### src/rx_params.svh
/*
 * Constants for the network output data receiver: block geometry per
 * protocol profile, indicator timing, port widths.
 * Assumes a 100 MHz clock; included by the package, whose macros the modules use.
 */
`ifndef RX_PARAMS_SVH
`define RX_PARAMS_SVH

// ----------------------------------------------------------------------
// data set geometry
// ----------------------------------------------------------------------
`define SET_BYTES        50
`define BLOCK_MAX_BYTES  12
`define NUM_BLOCKS       5
`define NUM_CONN         4
`define BLK_W            3
`define IDX_W            4
`define CONN_W           2
`define BLK_ETH_BYTES    4'hA
`define BLK_PB_BYTES     4'hC
`define BLK_PB_LAST      4'h2
`define BLK_CAN_BYTES    4'h8
`define BLK_CAN_COUNT    3'h4
`define BLK_FULL_COUNT   3'h5
`define BLK_LAST_IDX     3'h4

// ----------------------------------------------------------------------
// indicator timing
// ----------------------------------------------------------------------
`define CLK_PERIOD_NS    10
`define FLASH_TIME_S     10
`define FLASH_HALF_MS    250
`define FLASH_CYCLES     (`FLASH_TIME_S * 64'd1000000000 / `CLK_PERIOD_NS)
`define HALF_CYCLES      (`FLASH_HALF_MS * 64'd1000000 / `CLK_PERIOD_NS)
`define CNT_W            30

`endif

### src/rx_pkg.sv
/*
 * Types for the network output data receiver.
 * Assumes rx_params.svh is on the include path.
 */
`include "rx_params.svh"

package rx_pkg;

	typedef enum logic [1:0] {
		PROF_ETH  = 2'h0,
		PROF_PB   = 2'h1,
		PROF_CAN  = 2'h2
	} profile_t;

	typedef struct packed {
		logic                 valid;
		logic [`CONN_W-1:0]   conn;
		logic [`BLK_W-1:0]    blk;
		logic [`IDX_W-1:0]    idx;
		logic [7:0]           data;
	} net_byte_t;

	typedef struct packed {
		logic [`SET_BYTES*8-1:0] data;
		logic                    in_state;
		logic                    out_state;
	} rx_view_t;

	typedef enum logic [1:0] {
		LED_IDLE  = 2'h0,
		LED_RED   = 2'h1,
		LED_GREEN = 2'h3
	} led_state_t;

endpackage : rx_pkg

### src/block_map.sv
/*
 * Maps a block number and byte index to a flat data set offset for the
 * active profile, and says whether the address exists.
 * Assumes profile is stable while bytes arrive.
 */
`timescale 1ns/100ps

module block_map
	import rx_pkg::*;
(
	// address in
	input  wire profile_t         i_profile,
	input  wire logic [`BLK_W-1:0] i_blk,
	input  wire logic [`IDX_W-1:0] i_idx,
	// mapped result
	output logic [5:0]             o_offset,
	output logic                   o_legal
);

	logic [3:0] size;
	logic [2:0] count;
	logic [5:0] base;

	always_comb begin
		unique case (i_profile)
			PROF_PB: begin
				size  = (i_blk == `BLK_LAST_IDX) ? `BLK_PB_LAST :
					`BLK_PB_BYTES;
				count = `BLK_FULL_COUNT;
				base  = 6'(i_blk * `BLK_PB_BYTES);
			end
			PROF_CAN: begin
				size  = `BLK_CAN_BYTES;
				count = `BLK_CAN_COUNT;
				base  = 6'(i_blk * `BLK_CAN_BYTES);
			end
			default: begin
				size  = `BLK_ETH_BYTES;
				count = `BLK_FULL_COUNT;
				base  = 6'(i_blk * `BLK_ETH_BYTES);
			end
		endcase
		o_legal  = (i_blk < count) && (i_idx < size);
		o_offset = 6'(base + 6'(i_idx));
	end

endmodule : block_map

### src/net_out_rx.sv
/*
 * Network output data receiver: takes bytes of the output data set from
 * the network controller and presents tagged bits to the safety logic
 * and to second-gateway routing, with state bits and status indicator.
 * Assumes one clock, synchronous inputs, and that the network controller
 * reports per-connection up levels and one shared error and close event as levels/pulses.
 */
`timescale 1ns/100ps


module net_out_rx
	import rx_pkg::*;
(
	// clock and reset
	input  wire logic                    i_clk,
	input  wire logic                    i_reset,
	// configuration
	input  wire profile_t                i_profile,
	input  wire logic [`SET_BYTES*8-1:0] i_tag_mask,
	// network side
	input  wire net_byte_t               i_byte,
	input  wire logic [`NUM_CONN-1:0]    i_conn_up,
	input  wire logic                    i_comm_error,
	input  wire logic                    i_conn_closed,
	input  wire logic                    i_tx_ok,
	// safety logic and routing side
	output rx_view_t                     o_logic,
	output rx_view_t                     o_route,
	output logic                         o_log_error,
	output led_state_t                   o_module_status_indicator
);

	// ------------------------------------------------------------------
	// state
	// ------------------------------------------------------------------
	typedef struct packed {
		logic [`SET_BYTES*8-1:0] data;
		logic                    in_state;
		logic                    out_state;
		logic [`CNT_W-1:0]       flash_cnt;
		logic [`CNT_W-1:0]       half_cnt;
		logic                    red;
		logic                    log_err;
		rx_view_t                view;
	} state_t;

	state_t q, d;

	logic [5:0] offset;
	logic       legal;
	logic       all_down;

	block_map u_map (
		.i_profile (i_profile),
		.i_blk     (i_byte.blk),
		.i_idx     (i_byte.idx),
		.o_offset  (offset),
		.o_legal   (legal)
	);

	assign all_down = ~|i_conn_up;

	// ------------------------------------------------------------------
	// next state
	// ------------------------------------------------------------------
	always_comb begin
		d = q;
		d.log_err = 1'b0;
		// any connection may write; the last byte taken simply replaces
		if (i_byte.valid && legal) begin
			d.data[offset*8 +: 8] = i_byte.data;
			d.in_state = 1'b1;
		end
		d.out_state = i_tx_ok;
		if (i_comm_error) begin
			d.data      = '0;
			d.in_state  = 1'b0;
			d.out_state = 1'b0;
		end
		if (all_down) begin
			d.data     = '0;
			d.in_state = 1'b0;
		end
		// close of one link leaves state bits untouched
		if (i_conn_closed && !all_down) begin
			d.flash_cnt = `CNT_W'(`FLASH_CYCLES);
			d.half_cnt  = `CNT_W'(`HALF_CYCLES);
			d.red       = 1'b1;
			d.log_err   = 1'b1;
		end else if (q.flash_cnt != '0) begin
			d.flash_cnt = q.flash_cnt - 1'b1;
			if (q.half_cnt == `CNT_W'(1)) begin
				d.half_cnt = `CNT_W'(`HALF_CYCLES);
				d.red      = ~q.red;
			end else begin
				d.half_cnt = q.half_cnt - 1'b1;
			end
		end
		// untagged bits never leave the block
		d.view.data      = d.data & i_tag_mask;
		d.view.in_state  = d.in_state;
		d.view.out_state = d.out_state;
	end

	always_ff @(posedge i_clk) begin
		if (i_reset) begin
			q <= '0;
		end else begin
			q <= d;
		end
	end

	// ------------------------------------------------------------------
	// outputs
	// ------------------------------------------------------------------
	assign o_logic     = q.view;
	assign o_route     = q.view;
	assign o_log_error = q.log_err;
	assign o_module_status_indicator = (q.flash_cnt == '0) ? LED_IDLE :
		(q.red ? LED_RED : LED_GREEN);

endmodule : net_out_rx

### config.mk
export PLATFORM = sky130hd
export DESIGN_NAME = net_out_rx
export DESIGN_NICKNAME = d
export VERILOG_FILES = /design/src/rx_pkg.sv /design/src/block_map.sv /design/src/net_out_rx.sv
export VERILOG_INCLUDE_DIRS = /design/src
export SDC_FILE = /design/constraint.sdc
export NUM_CORES = 1
export LEC_CHECK = 0
export ABC_AREA = 0
export BUFFER_PORTS_ARGS = -buffer_cell sky130_fd_sc_hd__buf_4
export CORE_AREA = 3 3 479 481
export DETAILED_ROUTE_END_ITERATION = 8
export DIE_AREA = 0 0 482 484
export HOLD_SLACK_MARGIN = 0.08
export PLACE_DENSITY = 0.38
export SYNTH_ARGS = -nofsm -noshare
export SYNTH_HDL_FRONTEND = slang
export SYNTH_SLANG_ARGS = --single-unit
### constraint.sdc
create_clock -name i_clk -period 6.45 [get_ports i_clk]
set_input_delay 0.9675 -clock i_clk [delete_from_list [all_inputs] [get_ports i_clk]]
set_output_delay 0.9675 -clock i_clk [all_outputs]
set_load 0.02 [all_outputs]
==> results.cfg <==
[global_route]
grt_overflow = 0
grt_pass1_vias = 27568
grt_pass1_wl_mm = 261.2
grt_usage_pct = 16.70
grt_max_degree = 121
antenna_found_initial = 41

[routing]
vias = 27259
drc = 0
first_pass_iters = 5
wl_mm = 202.6
wl_per_cell_um = 27.47
top_layer = met5
met1Wirelength_mm = 85.24
drtIter0Drc = 1391
avgViaCountPerCell = 3.695
dr_wl_met2_mm = 99.50
wl_met3_mm = 13.75
ant_nets = 0

[floorplan]
die-area_um2 = 233300
io-pin-count = 1236
core-area_um2 = 225100
die_w_um = 482
rows = 174
fp.dieH_um = 484
start_util_pct = 15.91

[setup_path]
crit_arrival_ns = 5.79
cp-start-kind = input pin
end_kind = flop
crit_fanout = 13
required_ns = 7.07
crit_type = in2reg

[timing]
period_minus_slack_ns = 5.165
rsz0062_at_grt = false
slew_headroom_pct = 9.827
finalSetupTns_ns = 0
fmax_mhz = 193.6
min_period_over_period_pct = 80.08
slew_viol_final = 0
finalSetupViolations = 0
hold_viol = 0
tightest_slew_ns = 1.353
worst_clock_skew_ns = 0.02868

[cts]
post_cts_resized = 0
cts_setup_buffers = 0
cts_tree = done
cts_made_buffers = 107
cts_sinks = 864
clock_latency_ns = 0.75
holdBufCountCts = 0
clockBufferDepth = 3
cts_root_buf = clkbuf_16
clk_pin_slew_worst_paths_ns = 0.06
ctsHtreeMaxLevel = 3

[job]
cap_violations = 0

[synthesis]
async_reset_ff_share_pct = 0
synthFlopType = dfxtp_1
yosysWarnings = 0
synth_edf_count = 0
syn_avg_cell_area_um2 = 9.449
synth_area_um2 = 35820
synth_cells = 3791
synthDistinctLibCells = 77
ys_seq_area_share_pct = 48.29
synth-seq-cells = 864
syn_nets = 4240

[placement]
placed_cell_area_um2 = 43190
hpwl_mm = 163.8
port_buffers = 1233
routabilityCongestion = 0.8176

[finish]
finalInstanceArea_um2 = 46900
final.fill_count = 24852
area_growth_pct = 30.92
nets = 4732
layout-drive-gt1-share_pct = 37.14

[hold_path]
hold_class = in2reg

[pwr]
peakVddDrop_v = 0.0001770
p_per_area_nw_per_um2 = 278.4
p_leak_nw = 20.07

[run_status]
status = finished clean
==> final timing paths <==
kind | start | to | slack, ns | cells after the start
worst max-delay path | i_profile[0] | o_logic[165] | 1.28 | 18
worst min-delay path | i_tag_mask[24] | o_logic[26] | 0.41 | 2
worst max register to register | q[437] | q[422] | 3.47 | 8
worst min register to register | q[539] | q[539] | 0.45 | 2
==> per-stage QoR <==
step / utilization, % / setup WS, ns / hold WS [ns] / std cells / total power, W
3_5_place_dp: 19.19 / 0.3131 / 0.4443 / 7166 / 0.006893
6_report: 20.83 / 1.285 / 0.4134 / 7377 / 0.01306
5_1_grt: 20.82 / 1.011 / 0.3291 / 7367 / 0.01360
2_1_floorplan: - / 1.131 / 0.4294 / 3791 / 0.006082
4_1_cts: 20.82 / 1.151 / 0.2983 / 7362 / 0.01336
3_3_place_gp: 19.19 / 0.4143 / 0.4413 / 7166 / 0.006888
==> layout make-up <==
class | count | area, µm² | area share (%)
diodes | 15 | 37.54 | 0.08004
repair buffers | 1347 | 10140 | 21.62
flip-flops and latches | 864 | 17300 | 36.88
inverters | 20 | 75.07 | 0.1601
clock buffers | 157 | 3169 | 6.758
multi-input cells | 1943 | 11940 | 25.46
clock inverters | 39 | 498.0 | 1.062
well taps | 2992 | 3744 | 7.983
==> cell usage after synthesis (10+ instances only) <==
library cell | count | area, µm²
ha_1 | 18 | 225.2
nor3_1 | 59 | 295.3
buf_4 | 806 | 6051
xor2_1 | 17 | 148.9
o21ai_0 | 97 | 485.5
nor3b_1 | 17 | 127.6
xnor2_1 | 39 | 341.6
nor2_1 | 367 | 1378
a21oi_1 | 64 | 320.3
inv_1 | 19 | 71.32
nand2_1 | 286 | 1074
nand4_1 | 34 | 212.7
a31o_2 | 44 | 385.4
a22o_1 | 19 | 166.4
and2_1 | 310 | 1939
buf_1 | 11 | 41.29
o211ai_1 | 17 | 127.6
nor4_1 | 16 | 100.1
buf_2 | 26 | 130.1
o31ai_1 | 21 | 157.7
and3_1 | 27 | 168.9
nand3_1 | 151 | 755.7
clkbuf_1 | 121 | 454.2
or4_1 | 10 | 75.07
mux2i_1 | 207 | 2072
dfxtp_1 | 864 | 17300
==> critical path, cell delays in order <==
cell and delay (ns):
buf_4 0.09, inv_1 0.04, ha_1 0.43, and2_1 0.23, ha_1 0.21, fa_1 0.54
xor2_4 0.43, nor2_1 0.13, nand2_1 0.12, nor2_1 0.05, ha_1 0.34, and4_1 0.22
and2_2 0.30, buf_4 0.29, o2111ai_1 0.51, and2_1 0.45, a22o_1 0.26, and2_1 0.16
==> flip-flops by register name, indices dropped and copies added, names as in the netlist <==
name	cells
o_logic	402
q	461
o_log_error	1
==> per-layer routing <==
metal	GRT usage (%)	vias up
li1	-	12750
met2	29.20	1114
met1	20.36	13194
met4	3.462	12
met5	0	-
met3	4.473	189
==> report_power, final <==
group / total [W] / internal, W / switching, W
Clock: 0.00632 / 0.00377 / 0.00256
Combinational: 0.00133 / 0.000429 / 0.000904
Sequential: 0.00540 / 0.00537 / 0.0000315
==> cells in the final DEF, fill, tap and decap left out, drive strengths merged, types with 6 or more instances in the layout <==
cell / Yosys / final
a211oi: 9 / 9
a21oi: 66 / 66
a22o: 19 / 19
a31o: 44 / 44
and2: 312 / 312
and3: 27 / 27
buf: 843 / 1347
bufinv: 0 / 9
clkbuf: 121 / 157
clkinv: 1 / 19
dfxtp: 864 / 864
diode: 0 / 15
ha: 18 / 18
inv: 19 / 28
mux2i: 207 / 207
nand2: 287 / 287
nand3: 151 / 151
nand4: 34 / 34
nor2: 368 / 368
nor2b: 6 / 6
nor3: 64 / 64
nor3b: 17 / 17
nor4: 18 / 18
o2111ai: 12 / 12
o211ai: 18 / 18
o21ai: 102 / 102
o31ai: 21 / 21
or2: 7 / 7
or3: 9 / 9
or4: 10 / 10
xnor2: 40 / 40
xor2: 20 / 20
==> cell families after synthesis <==
family	synth area share (%)
AOI/OAI and AO/OA	6.354
muxes	5.910
xor gates and xnor gates	1.645
adders and majority gates	0.7405
buffers and inverters	18.85
and+or+nand+nor	18.21
DFF	48.29
No activity file was read; power rests on OpenSTA's default activity.
